$ cat src/tmw_pkg.sv
package tmw_pkg;

  // Register map
  localparam logic [31:0] TMW_MODE_OFFSET   = 32'h0000_0000;
  localparam logic [31:0] TMW_CTRL_OFFSET   = 32'h0000_0004;
  localparam logic [31:0] TMW_STATUS_OFFSET = 32'h0000_0008;

  // Mode register field positions
  localparam int TMW_START_BIT = 7;
  localparam int TMW_RSV6_BIT  = 6;
  localparam int TMW_BUFB_BIT  = 5;
  localparam int TMW_BUFA_BIT  = 4;
  localparam int TMW_RSV3_BIT  = 3;
  localparam int TMW_PIN_D_PWM_ENABLE_BIT  = 2;
  localparam int TMW_PIN_C_PWM_ENABLE_BIT  = 1;
  localparam int TMW_PIN_B_PWM_ENABLE_BIT  = 0;

  // Writable bits, reserved bits, reset value
  localparam logic [7:0] TMW_MODE_WMASK = 8'hB7;
  localparam logic [7:0] TMW_MODE_RSV   = 8'h48;
  localparam logic [7:0] TMW_MODE_RESET = 8'h00;
  localparam logic [7:0] TMW_CTRL_RESET = 8'h00;

  // Control register field positions
  localparam int TMW_EXTCLK_SEL_BIT = 0;

  localparam logic [1:0] TMW_RESP_OKAY   = 2'h0;
  localparam logic [1:0] TMW_RESP_SLVERR = 2'h2;

  typedef struct packed {
    logic startCount;
    logic pairABufEn;
    logic pairBBufEn;
    logic pinBPwmEn;
    logic pinCPwmEn;
    logic pinDPwmEn;
  } tmw_mode_t;

  typedef struct packed {
    logic [3:0] out;
    logic [3:0] oe;
  } tmw_pins_t;

  typedef enum logic [1:0] {
    TMW_IDLE = 2'b01,
    TMW_RESP = 2'b10
  } tmw_bus_state_t;

endpackage

$ cat src/tmw_mode_ctrl.sv
// Local design decisions: the AXI4-Lite register port and the register addresses.
`timescale 1ns/100ps
`default_nettype none

// What this block does
// [RULE1] Counter runs only while start bit set
// [RULE2] Unused bits 6 and 3 read one
// [RULE3] Bit 5 makes D buffer B
// [RULE4] Bit 4 makes C buffer A
// [RULE5] Bit 2 selects PWM on pin D
// [RULE6] Bit 1 selects PWM on pin C
// [RULE7] Bit 0 selects PWM on pin B
// [RULE8] All defined mode bits reset to zero
// [RULE9] External count clock input accepted
// [RULE10] Pin A compare output or capture input
// [RULE11] Pins B-D compare, capture, or PWM
// [RULE12] Writes to unused bits have no effect
module tmw_mode_ctrl
  import tmw_pkg::*;
(
  // Clock and reset
  input  wire logic        mclk,
  input  wire logic        rstn,
  // AXI4-Lite write address and data
  input  wire logic [31:0] awaddr,
  input  wire logic        awvalid,
  output var  logic        awready,
  input  wire logic [31:0] wdata,
  input  wire logic [3:0]  wstrb,
  input  wire logic        wvalid,
  output var  logic        wready,
  // AXI4-Lite write response
  output var  logic [1:0]  bresp,
  output var  logic        bvalid,
  input  wire logic        bready,
  // AXI4-Lite read
  input  wire logic [31:0] araddr,
  input  wire logic        arvalid,
  output var  logic        arready,
  output var  logic [31:0] rdata,
  output var  logic [1:0]  rresp,
  output var  logic        rvalid,
  input  wire logic        rready,
  // External count clock pin
  input  wire logic        extCountClockIn,
  // Capture/compare pins A..D, index 0 is A
  input  wire logic [3:0]  ccPinIn,
  output var  logic [3:0]  ccPinOut,
  output var  logic [3:0]  ccPinOe,
  // From the compare/capture core
  input  wire logic [3:0]  compareOut,
  input  wire logic [3:0]  pwmOut,
  input  wire logic [3:0]  captureSel,
  input  wire logic        internalCountTick,
  // To the compare/capture core
  output var  logic        counterRun,
  output var  logic        countTick,
  output var  logic        regDBuffersB,
  output var  logic        regCBuffersA,
  output var  logic [3:0]  pwmEnable,
  output var  logic [3:0]  captureIn
);

  function automatic logic isAddr(input logic [31:0] addr, input logic [31:0] offset);
    isAddr = (addr[7:2] == offset[7:2]) && (addr[31:8] == 24'h000000);
  endfunction

  // Mode bits as read back, reserved positions forced high
  function automatic logic [7:0] modeView(input tmw_mode_t m);
    logic [7:0] v;
    v = TMW_MODE_RSV; // RULE2
    v[TMW_START_BIT] = m.startCount;
    v[TMW_BUFB_BIT]  = m.pairBBufEn;
    v[TMW_BUFA_BIT]  = m.pairABufEn;
    v[TMW_PIN_D_PWM_ENABLE_BIT]  = m.pinDPwmEn;
    v[TMW_PIN_C_PWM_ENABLE_BIT]  = m.pinCPwmEn;
    v[TMW_PIN_B_PWM_ENABLE_BIT]  = m.pinBPwmEn;
    modeView = v;
  endfunction

  // Register state
  tmw_mode_t      mode_reg, mode_next;
  logic [7:0]     ctrl_reg, ctrl_next;
  // Bus state
  tmw_bus_state_t wrState_reg, wrState_next;
  tmw_bus_state_t rdState_reg, rdState_next;
  logic           awHeld_reg, awHeld_next;
  logic           wHeld_reg, wHeld_next;
  logic [31:0]    awAddr_reg, awAddr_next;
  logic [31:0]    wData_reg, wData_next;
  logic [3:0]     wStrb_reg, wStrb_next;
  logic [1:0]     bresp_reg, bresp_next;
  logic [31:0]    rdata_reg, rdata_next;
  logic [1:0]     rresp_reg, rresp_next;
  // Pin and core state
  tmw_pins_t      pins_reg, pins_next;
  logic [3:0]     capture_reg, capture_next;
  logic           extSync_reg, extSync_next;
  logic           tick_reg, tick_next;

  logic [7:0]     mergedByte;
  logic           doWrite;

  always_comb
  begin
    awHeld_next  = awHeld_reg;
    wHeld_next   = wHeld_reg;
    awAddr_next  = awAddr_reg;
    wData_next   = wData_reg;
    wStrb_next   = wStrb_reg;
    wrState_next = wrState_reg;
    bresp_next   = bresp_reg;
    mode_next    = mode_reg;
    ctrl_next    = ctrl_reg;
    mergedByte   = 8'h00;
    doWrite      = 1'b0;
    case (wrState_reg)
      TMW_IDLE:
      begin
        if (awvalid && !awHeld_reg)
        begin
          awHeld_next = 1'b1;
          awAddr_next = awaddr;
        end
        if (wvalid && !wHeld_reg)
        begin
          wHeld_next = 1'b1;
          wData_next = wdata;
          wStrb_next = wstrb;
        end
        doWrite = awHeld_reg && wHeld_reg;
        if (doWrite)
        begin
          awHeld_next  = 1'b0;
          wHeld_next   = 1'b0;
          wrState_next = TMW_RESP;
          bresp_next   = TMW_RESP_OKAY;
          if (isAddr(awAddr_reg, TMW_MODE_OFFSET))
          begin
            if (wStrb_reg[0])
            begin
              // Reserved positions are masked off so they never reach state
              mergedByte = wData_reg[7:0] & TMW_MODE_WMASK; // RULE12
              mode_next.startCount = mergedByte[TMW_START_BIT]; // RULE1
              mode_next.pairBBufEn = mergedByte[TMW_BUFB_BIT];  // RULE3
              mode_next.pairABufEn = mergedByte[TMW_BUFA_BIT];  // RULE4
              mode_next.pinDPwmEn  = mergedByte[TMW_PIN_D_PWM_ENABLE_BIT];  // RULE5
              mode_next.pinCPwmEn  = mergedByte[TMW_PIN_C_PWM_ENABLE_BIT];  // RULE6
              mode_next.pinBPwmEn  = mergedByte[TMW_PIN_B_PWM_ENABLE_BIT];  // RULE7
            end
          end
          else if (isAddr(awAddr_reg, TMW_CTRL_OFFSET))
          begin
            if (wStrb_reg[0])
            begin
              ctrl_next = wData_reg[7:0];
            end
          end
          else if (!isAddr(awAddr_reg, TMW_STATUS_OFFSET))
          begin
            bresp_next = TMW_RESP_SLVERR;
          end
        end
      end
      TMW_RESP:
      begin
        if (bready)
        begin
          wrState_next = TMW_IDLE;
        end
      end
      default:
      begin
        wrState_next = TMW_IDLE;
      end
    endcase
  end

  always_ff @(posedge mclk)
  begin
    if (!rstn)
    begin
      mode_reg    <= tmw_mode_t'(TMW_MODE_RESET[5:0]); // RULE8
      ctrl_reg    <= TMW_CTRL_RESET;
      wrState_reg <= TMW_IDLE;
      awHeld_reg  <= 1'b0;
      wHeld_reg   <= 1'b0;
      awAddr_reg  <= 32'h0000_0000;
      wData_reg   <= 32'h0000_0000;
      wStrb_reg   <= 4'h0;
      bresp_reg   <= TMW_RESP_OKAY;
    end
    else
    begin
      mode_reg    <= mode_next;
      ctrl_reg    <= ctrl_next;
      wrState_reg <= wrState_next;
      awHeld_reg  <= awHeld_next;
      wHeld_reg   <= wHeld_next;
      awAddr_reg  <= awAddr_next;
      wData_reg   <= wData_next;
      wStrb_reg   <= wStrb_next;
      bresp_reg   <= bresp_next;
    end
  end

  always_comb
  begin
    rdState_next = rdState_reg;
    rdata_next   = rdata_reg;
    rresp_next   = rresp_reg;
    case (rdState_reg)
      TMW_IDLE:
      begin
        if (arvalid)
        begin
          rdState_next = TMW_RESP;
          rresp_next   = TMW_RESP_OKAY;
          rdata_next   = 32'h0000_0000;
          if (isAddr(araddr, TMW_MODE_OFFSET))
          begin
            rdata_next = {24'h000000, modeView(mode_reg)}; // RULE2
          end
          else if (isAddr(araddr, TMW_CTRL_OFFSET))
          begin
            rdata_next = {24'h000000, ctrl_reg};
          end
          else if (isAddr(araddr, TMW_STATUS_OFFSET))
          begin
            rdata_next = {23'h000000, extSync_reg, ccPinIn, pins_reg.oe};
          end
          else
          begin
            rresp_next = TMW_RESP_SLVERR;
          end
        end
      end
      TMW_RESP:
      begin
        if (rready)
        begin
          rdState_next = TMW_IDLE;
        end
      end
      default:
      begin
        rdState_next = TMW_IDLE;
      end
    endcase
  end

  always_ff @(posedge mclk)
  begin
    if (!rstn)
    begin
      rdState_reg <= TMW_IDLE;
      rdata_reg   <= 32'h0000_0000;
      rresp_reg   <= TMW_RESP_OKAY;
    end
    else
    begin
      rdState_reg <= rdState_next;
      rdata_reg   <= rdata_next;
      rresp_reg   <= rresp_next;
    end
  end

  // Pin steering and count source
  always_comb
  begin
    pins_next.out    = compareOut;
    pins_next.oe     = ~captureSel; // RULE10
    capture_next     = ccPinIn & captureSel;
    // PWM overrides compare and capture on B..D; A has no PWM mode
    if (mode_reg.pinBPwmEn)
    begin
      pins_next.out[1] = pwmOut[1]; // RULE11
      pins_next.oe[1]  = 1'b1;
      capture_next[1]  = 1'b0;
    end
    if (mode_reg.pinCPwmEn)
    begin
      pins_next.out[2] = pwmOut[2]; // RULE11
      pins_next.oe[2]  = 1'b1;
      capture_next[2]  = 1'b0;
    end
    if (mode_reg.pinDPwmEn)
    begin
      pins_next.out[3] = pwmOut[3]; // RULE11
      pins_next.oe[3]  = 1'b1;
      capture_next[3]  = 1'b0;
    end
    extSync_next = extCountClockIn;
    // Rising edge of the external clock counts; only while started
    if (ctrl_reg[TMW_EXTCLK_SEL_BIT])
    begin
      tick_next = mode_reg.startCount && extCountClockIn && !extSync_reg; // RULE9
    end
    else
    begin
      tick_next = mode_reg.startCount && internalCountTick; // RULE1
    end
  end

  always_ff @(posedge mclk)
  begin
    if (!rstn)
    begin
      pins_reg    <= '0;
      capture_reg <= 4'h0;
      extSync_reg <= 1'b0;
      tick_reg    <= 1'b0;
    end
    else
    begin
      pins_reg    <= pins_next;
      capture_reg <= capture_next;
      extSync_reg <= extSync_next;
      tick_reg    <= tick_next;
    end
  end

  assign awready      = (wrState_reg == TMW_IDLE) && !awHeld_reg;
  assign wready       = (wrState_reg == TMW_IDLE) && !wHeld_reg;
  assign bvalid       = (wrState_reg == TMW_RESP);
  assign bresp        = bresp_reg;
  assign arready      = (rdState_reg == TMW_IDLE);
  assign rvalid       = (rdState_reg == TMW_RESP);
  assign rdata        = rdata_reg;
  assign rresp        = rresp_reg;
  assign ccPinOut     = pins_reg.out;
  assign ccPinOe      = pins_reg.oe;
  assign captureIn    = capture_reg;
  assign counterRun   = mode_reg.startCount; // RULE1
  assign countTick    = tick_reg;
  assign regDBuffersB = mode_reg.pairBBufEn; // RULE3
  assign regCBuffersA = mode_reg.pairABufEn; // RULE4
  assign pwmEnable    = {mode_reg.pinDPwmEn, mode_reg.pinCPwmEn, mode_reg.pinBPwmEn, 1'b0};

endmodule

`default_nettype wire

$ cat config.mk
export PLATFORM = sky130hd
export DESIGN_NAME = tmw_mode_ctrl
export DESIGN_NICKNAME = d
export VERILOG_FILES = /design/src/tmw_pkg.sv /design/src/tmw_mode_ctrl.sv
export SDC_FILE = /design/constraint.sdc
export NUM_CORES = 1
export LEC_CHECK = 0
export BUFFER_PORTS_ARGS = -buffer_cell sky130_fd_sc_hd__clkbuf_2
export CAP_MARGIN = 20
export CELL_PAD_IN_SITES_DETAIL_PLACEMENT = 1
export CELL_PAD_IN_SITES_GLOBAL_PLACEMENT = 2
export CORE_AREA = 2 2 132 134
export DETAILED_ROUTE_END_ITERATION = 16
export DIE_AREA = 0 0 134 136
export HOLD_SLACK_MARGIN = 0.05
export MAX_ROUTING_LAYER = met4
export PLACE_DENSITY = 0.84
export SLEW_MARGIN = 0
export SYNTH_ARGS = -nofsm -noshare
export SYNTH_HDL_FRONTEND = slang
export SYNTH_SLANG_ARGS = --single-unit
$ cat constraint.sdc
create_clock -name mclk -period 1.66 [get_ports mclk]
set_input_delay 0.332 -clock mclk [delete_from_list [all_inputs] [get_ports mclk]]
set_output_delay 0.332 -clock mclk [all_outputs]
set_load 0.1 [all_outputs]
==> summary.txt, run 1 <==
Status
  • Run status: finished, violations left
  • Failing checks: negative setup slack

Clocking
  • Buffer cell driving the clock tree root: clkbuf_16
  • H-tree depth reported by CTS: 3
  • CTS tree: built
  • Number of buffers inserted by hold repair at cts: 0
  • CTS Sinks: 84
  • Total CTS buffers: 9
  • Longest Clk Path Bufs: 2
  • Register clock-pin slew on the reported worst setup and hold paths: 60 ps
  • Latest clock arrival within the worst-skew pair: 340 ps

STA
  • Final setup viols: 14
  • Sum of negative setup slack: -630 ps
  • Setup repair after global routing missed its margin: true
  • Slew at the pin closest to its max-slew limit: 560 ps
  • Setup slack of the critical path after layout: -80.5 ps
  • Highest attainable clock frequency: 0.575 GHz
  • Slew margin rel.: 0.628
  • Final period util: 1.05
  • Hold violation count in the final report: 0
  • Number of pins exceeding their max-slew limit in the final report: 0
  • Clock skew after layout: 5.94 ps
  • Final Critical Period: approximately 1700 ps
  • Hold slack: 175 ps

Yosys
  • Area contributors post-synth: dfxtp_1 46%, nand2_1 12%, a21boi_1 9.7%, mux2i_1 6.3%, buf_4 5.4%
  • Most frequent cells after synthesis: 113 x nand2_1, 84 x dfxtp_1, 47 x a21boi_1
  • Number of enable-type register cells in the synthesized netlist: 0
  • Netlist Area Pre-Place: 3640 sq um
  • Flip-flop and latch count after synthesis: 84
  • Flip-flop cell with the highest count after synthesis: dfxtp_1
  • Number of cells produced by synthesis: 404
  • Netlist cell types: 33
  • Syn avg cell area: about 9 sq um
  • Yosys warns: 0
  • Seq/Total Area, Yosys: 0.462
  • Share of the synthesized area in the top cell type: 0.462
  • Most numerous cell in the Yosys netlist: nand2_1
  • Area leader, netlist: dfxtp_1
  • Post-synth ARST share: 0

Global routing
  • Global-route wire length before repair: 16600 um
  • Grt total ovfl: 0
  • Vias in the first global route: 3378
  • Initial antenna violation count: 0
  • Pin count of the biggest net entering global routing: 90
  • All-Layer GR Usage: 0.120

Finish
  • Nets: 661
  • Area added between synthesis and finish: 36.6%
  • Share of layout cells above drive strength 1: 0.338
  • Final design area excluding fillers: 4970 sq um
  • Flip-flop count of the largest register, all copies and words added: 30
  • Diodes inserted: 0

Detailed routing
  • Number of remaining DRC errors: 0
  • Via Count: between 3000 and 4000
  • Routed wire length: 10400 um
  • Number of detailed-routing iterations run before antenna repair: 4
  • Final antenna-violating net count: 0
  • Iter 0 DRT Violations: slightly above 80
  • Via-to-Cell Ratio: roughly 4.2
  • Routed len/inst: 13.6 um

Place
  • Worst slack after detailed placement: -209 ps
  • Post-place instance area: between 4000 and 5000 sq um
  • Buffers added on ports: 127
  • Post-DP HPWL: 8020 um
  • Final Wtd Congestion: 0.756

Die
  • Starting Density: 0.216
  • Die Outline Area: 18200 sq um
  • Number of ports placed on the die boundary: 186
  • Horizontal die dimension: 134 um
  • Floorplan Core Area: 16900 sq um
  • Number of standard-cell rows in the floorplan: 48
  • Floorplan die height: 136 um

Setup path
  • Data required time of the worst path: 1920 ps
  • Cell-by-cell listing of the critical path: nor4_4 > buf_4 > nand4_4 > nor4_4 > buf_12 > mux2i_1
  • Startpoint types: flop
  • Max stage delay on crit path: around 330 ps
  • Arrival time worst endpoint: 2000 ps
  • Cell class contributing the biggest share of worst-path delay: simple AND/OR/NAND/NOR gates
  • Buffers & Inverters on Critical Path: 2
  • Worst setup path class: flop to flop
  • Most frequent cell on the critical path: nor4_4
  • Worst Setup End Kind: flop
  • Largest fanout on the critical path: 8
  • Critical Path Slowest Stage Cell: dfxtp_2

Worst hold path
  • Worst hold-check path type: input port to flop

Power
  • Overall power of the completed layout: about 0.0054 W
  • Maximum ir drop on the vdd rail: 0.551 mV
  • PD cells: 1090 nW/um^2
  • Leak pwr: about 2.1 nW

Flow run
  • Number of maximum-capacitance constraint violations: 0
[routing by layer]
layer	vias up	wire length, um	GRT usage
met4	0	119	0.0337
met3	11	653	0.0350
met2	103	5350	0.219
li1	1582	-	-
met1	1489	4300	0.127
met5	-	0	-
[power by group]
group | leakage (nW) | switching, W | internal (W)
Clock | 0.162 | 0.000842 | 0.00136
Combinational | 1.27 | 0.000747 | 0.000303
Sequential | 0.690 | 0.0000645 | 0.00211
Total | 2.13 | 0.00165 | 0.00378
[metrics by stage]
stage,util,std cells
floorplan,-,429
global placement,0.274,749
detailed placement,0.274,749
CTS,0.294,765
global route,0.295,766
finish,0.295,766
[layout by cell type, fill, tap and decap left out, types with 3 or more instances in the layout]
master and n:
a21boi_1 47, a2bb2oi_1 8, and2_1 10, and4_1 3, buf_12 6, buf_4 14
clkbuf_16 9, clkbuf_2 122, conb_1 26, dfxtp_1 76, dfxtp_2 8, inv_1 5
mux2i_1 23, nand2_1 111, nand3b_1 5, nor2b_1 9, nor2b_2 3, nor4_1 10
nor4_4 4, o21ai_1 4, o41ai_1 6, or4_1 3
[final timing paths]
path	startpoint	to	slack, ps	depth (start not counted)
hold / removal	captureSel[0]	ccPinOe[0]	180	2
setup reg to reg	awAddr_reg[6]	ctrl_reg[5]	-80	6
setup / recovery	awAddr_reg[6]	ctrl_reg[5]	-80	6
hold reg to reg	rdata[6]	rdata[6]	450	2
[cells by family after synthesis]
family / Yosys count / share of synthesized area
muxes: 23 / 0.0632
other: 1 / 0.00103
AOI/OAI and AO/OA: 68 / 0.142
DFF: 84 / 0.462
buffers and inverters: 53 / 0.0856
and+or+nand+nor: 175 / 0.247
[cell type report]
cell class	instances	area [sq um]
clock inverters	6	87.6
inverters	7	40.0
repair buffers	142	836
fillers	1998	11900
well taps	225	282
multi-input cells	292	1800
clock buffers	10	239
flip-flops and latches	84	1690
[timing repair]
item / in CTS / in global routing
endpoints found under the setup margin: 14 / 16
pin swaps: 2 / 2
setup buffers: 0 / 1
gates resized for setup: 3 / 1
(Power assumes the default switching activity.)
==> run 2, diff against run 1 <==
--- a/config.mk
+++ b/config.mk
@@ -15,6 +15,7 @@
 export HOLD_SLACK_MARGIN = 0.05
 export MAX_ROUTING_LAYER = met4
 export PLACE_DENSITY = 0.84
+export REMOVE_ABC_BUFFERS = 1
 export SLEW_MARGIN = 0
 export SYNTH_ARGS = -nofsm -noshare
 export SYNTH_HDL_FRONTEND = slang
==> summary.txt, run 2 (synthesis results as in run 1) <==
Status
  • Run status: completed

Place
  • Worst slack after detailed placement: -146 ps (+62.2 ps)
  • Buffers added on ports: 127 (unchanged)
  • Final Wtd Congestion: 0.733 (-3.0%)
  • Post-place instance area: 4610 sq um (-0.27%)
  • Post-DP HPWL: 7970 um (-0.64%)

STA
  • Highest attainable clock frequency: 0.613 GHz (+6.6%)
  • Slew at the pin closest to its max-slew limit: 555 ps (-4.59 ps)
  • Number of pins exceeding their max-slew limit in the final report: 0 (unchanged)
  • Final Critical Period: 1630 ps (-108 ps)
  • Sum of negative setup slack: 0 ps (+630 ps)
  • Final period util: 0.983 (-0.0653)
  • Slew margin rel.: 0.632 (+0.00305)
  • Final setup viols: 0 (-14)
  • Setup slack of the critical path after layout: 28.0 ps (+108 ps)
  • Setup repair after global routing missed its margin: true
  • Hold violation count in the final report: 0 (unchanged)
  • Clock skew after layout: 6.30 ps (+0.353 ps)

Die
  • Die Outline Area: 18200 sq um (unchanged)
  • Floorplan Core Area: 16900 sq um (unchanged)
  • Number of standard-cell rows in the floorplan: 48 (unchanged)
  • Horizontal die dimension: 134 um (unchanged)
  • Number of ports placed on the die boundary: 186 (unchanged)
  • Starting Density: 0.216 (unchanged)
  • Floorplan die height: 136 um (unchanged)

Setup path
  • Number of cell instances on the worst register-to-register path: 5 (-1)
  • Source of the worst register-to-register timing path: awAddr_reg[21]
  • Arrival time worst endpoint: 1900 ps (-100 ps)
  • Largest fanout on the critical path: 8 (unchanged)
  • Most frequent cell on the critical path: nor4_4
  • Worst Setup End Kind: flop
  • Data required time of the worst path: 1930 ps (about the same)
  • Launch point of the worst path: awAddr_reg[21]
  • Critical Path Slowest Stage Cell: dfxtp_2
  • Max stage delay on crit path: 340 ps (about the same)
  • Reg2Reg Capture Point: ctrl_reg[4]
  • Startpoint types: flop
  • Register-to-Register Setup Slack: 30 ps (+110 ps)
  • Buffers & Inverters on Critical Path: 1 (-1)
  • Capturing instance or port of the critical path: ctrl_reg[4]
  • Cell class contributing the biggest share of worst-path delay: simple AND/OR/NAND/NOR gates
  • Cell-by-cell listing of the critical path: nor4_4 > nand4_4 > nor4_4 > buf_12 > mux2i_1
  • Worst setup path class: flop to flop
  • Number of stages on the worst setup path: 5 (-1)

Clocking
  • Number of buffers inserted by hold repair at cts: 0 (unchanged)
  • Register clock-pin slew on the reported worst setup and hold paths: 70 ps (about the same)
  • CTS tree: built
  • Longest Clk Path Bufs: 2 (unchanged)
  • Buffer cell driving the clock tree root: clkbuf_16
  • Total CTS buffers: 9 (unchanged)
  • CTS Sinks: 84 (unchanged)
  • H-tree depth reported by CTS: 3 (unchanged)
  • Latest clock arrival within the worst-skew pair: 340 ps (about the same)

Power
  • Switching Share: 0.327 (+0.0229)
  • PD cells: 1030 nW/um^2 (-5.5%)
  • Proportion of power drawn by flip-flops and latches: 0.425 (+0.024)
  • Power dissipated by switching net loads: 0.00169 W (+2.0%)
  • Leak pwr: 2.11 nW (-0.53%)
  • Part of the power in combinational logic: 0.207 (+0.013)
  • Internal portion of total power: 0.00346 W (-8.3%)
  • Maximum ir drop on the vdd rail: 0.441 mV (-20%)
  • Share of power burned in the clock network: 0.368 (-0.037)

Finish
  • Nets: 662 (+0.15%)
  • Share of layout cells above drive strength 1: 0.332 (-0.00616)
  • Diodes inserted: 0 (unchanged)
  • FF+latch area: 1690 sq um (unchanged)
  • Area added between synthesis and finish: 37.0%
  • Leading cell types in the layout, fill and taps excluded: 119 x clkbuf_2, 113 x nand2_1, 76 x dfxtp_1
  • Flip-flop count of the largest register, all copies and words added: 30 (unchanged)
  • Final design area excluding fillers: 4990 sq um (+0.33%)
  • Most common library cell in the layout ignoring fill and taps: clkbuf_2
  • Area of the multi-input gates: 1820 sq um (+1.3%)
  • Number of filler instances in the final layout: 2007 (+0.45%)
  • Share of the core filled with cells in the final layout: 0.296 (+0.000964)

Detailed routing
  • Routed len/inst: 13.4 um (-1.7%)
  • Number of remaining DRC errors: 0 (unchanged)
  • Final antenna-violating net count: 0 (unchanged)
  • Via-to-Cell Ratio: 4.18 (+0.56%)
  • Routed wire length: 10300 um (-1.6%)
  • Via Count: 3207 (+0.69%)
  • Iter 0 DRT Violations: 46 (-44%)
  • Number of detailed-routing iterations run before antenna repair: 3 (-1)

Global routing
  • Grt total ovfl: 0 (unchanged)
  • Initial antenna violation count: 0 (unchanged)
  • All-Layer GR Usage: 0.119 (-0.00151)
  • Vias in the first global route: 3452 (+2.2%)
  • Pin count of the biggest net entering global routing: 90 (unchanged)
  • Global-route wire length before repair: 16400 um (-1.0%)

Worst hold path
  • Worst hold-check path type: input port to flop

Flow run
  • Number of maximum-capacitance constraint violations: 0 (unchanged)
[run 2: cell types whose count changed in the layout (fill, tap and decap cells not counted), sizes merged]
| cell | before | now |
|---|---|---|
| inv | 6 | 9 |
| clkinvlp | 0 | 2 |
| clkinv | 4 | 1 |
| buf | 20 | 24 |
| bufinv | 3 | 1 |
| clkbuf | 132 | 129 |
[run 2: what timing repair did]
item / in CTS / in global routing
gates resized for setup: 14 / 6
buffers inserted: 1 / 1
pin swaps: 9 / 4
setup endpoints to repair: 16 / 16
[run 2: worst min-delay path by stage]
stage | from | end | slack [ps] | cells past startpoint
floorplan | captureSel[0] | ccPinOe[0] | 400 | 1
global placement | rdata[6] | rdata[6] | 440 | 2
detailed placement | rdata[8] | rdata[8] | 450 | 2
CTS | captureSel[0] | ccPinOe[0] | 150 | 2
global route | captureSel[0] | ccPinOe[0] | 160 | 2
finish | captureSel[0] | ccPinOe[0] | 170 | 2
[run 2: cell type report]
cell class                      count  area share
Tap cell                          225      0.0564
Clock inverter                      6     0.00928
Multi-Input combinational cell    292       0.365
Clock buffer                       10      0.0459
Sequential cell                    84       0.339
Inverter                            7     0.00803
Timing Repair Buffer              143       0.176
[run 2: routing by layer]
metal | up-vias | track usage | routed length (um)
met1 | 1490 | 0.122 | 4180
met2 | 120 | 0.217 | 5190
met3 | 13 | 0.0309 | 719
met5 | - | - | 0
li1 | 1584 | - | -
met4 | 0 | 0.0461 | 165
[run 2: power by group through the flow]
stage	Sequential, W	Clock (W)	Combinational, W
detailed placement	0.00222	0	0.00104
global placement	0.00221	0	0.00102
finish	0.00219	0.00189	0.00107
CTS	0.00219	0.00198	0.00108
floorplan	0.00233	0	0.000592
global route	0.00220	0.00208	0.00115
[run 2: worst reg2reg max path: stages, from the launching register on]
cell and delay (ps):
dfxtp_2 340, nor4_4 320, nand4_4 190, nor4_4 340, buf_12 180, mux2i_1 190
[run 2: per-stage QoR]
step | instances | power, W | hold slack (ps)
5_1_grt | 767 | 0.00542 | 161
2_1_floorplan | 383 | 0.00292 | 404
6_report | 767 | 0.00515 | 172
4_1_cts | 766 | 0.00525 | 148
3_5_place_dp | 749 | 0.00326 | 449
3_3_place_gp | 749 | 0.00323 | 444
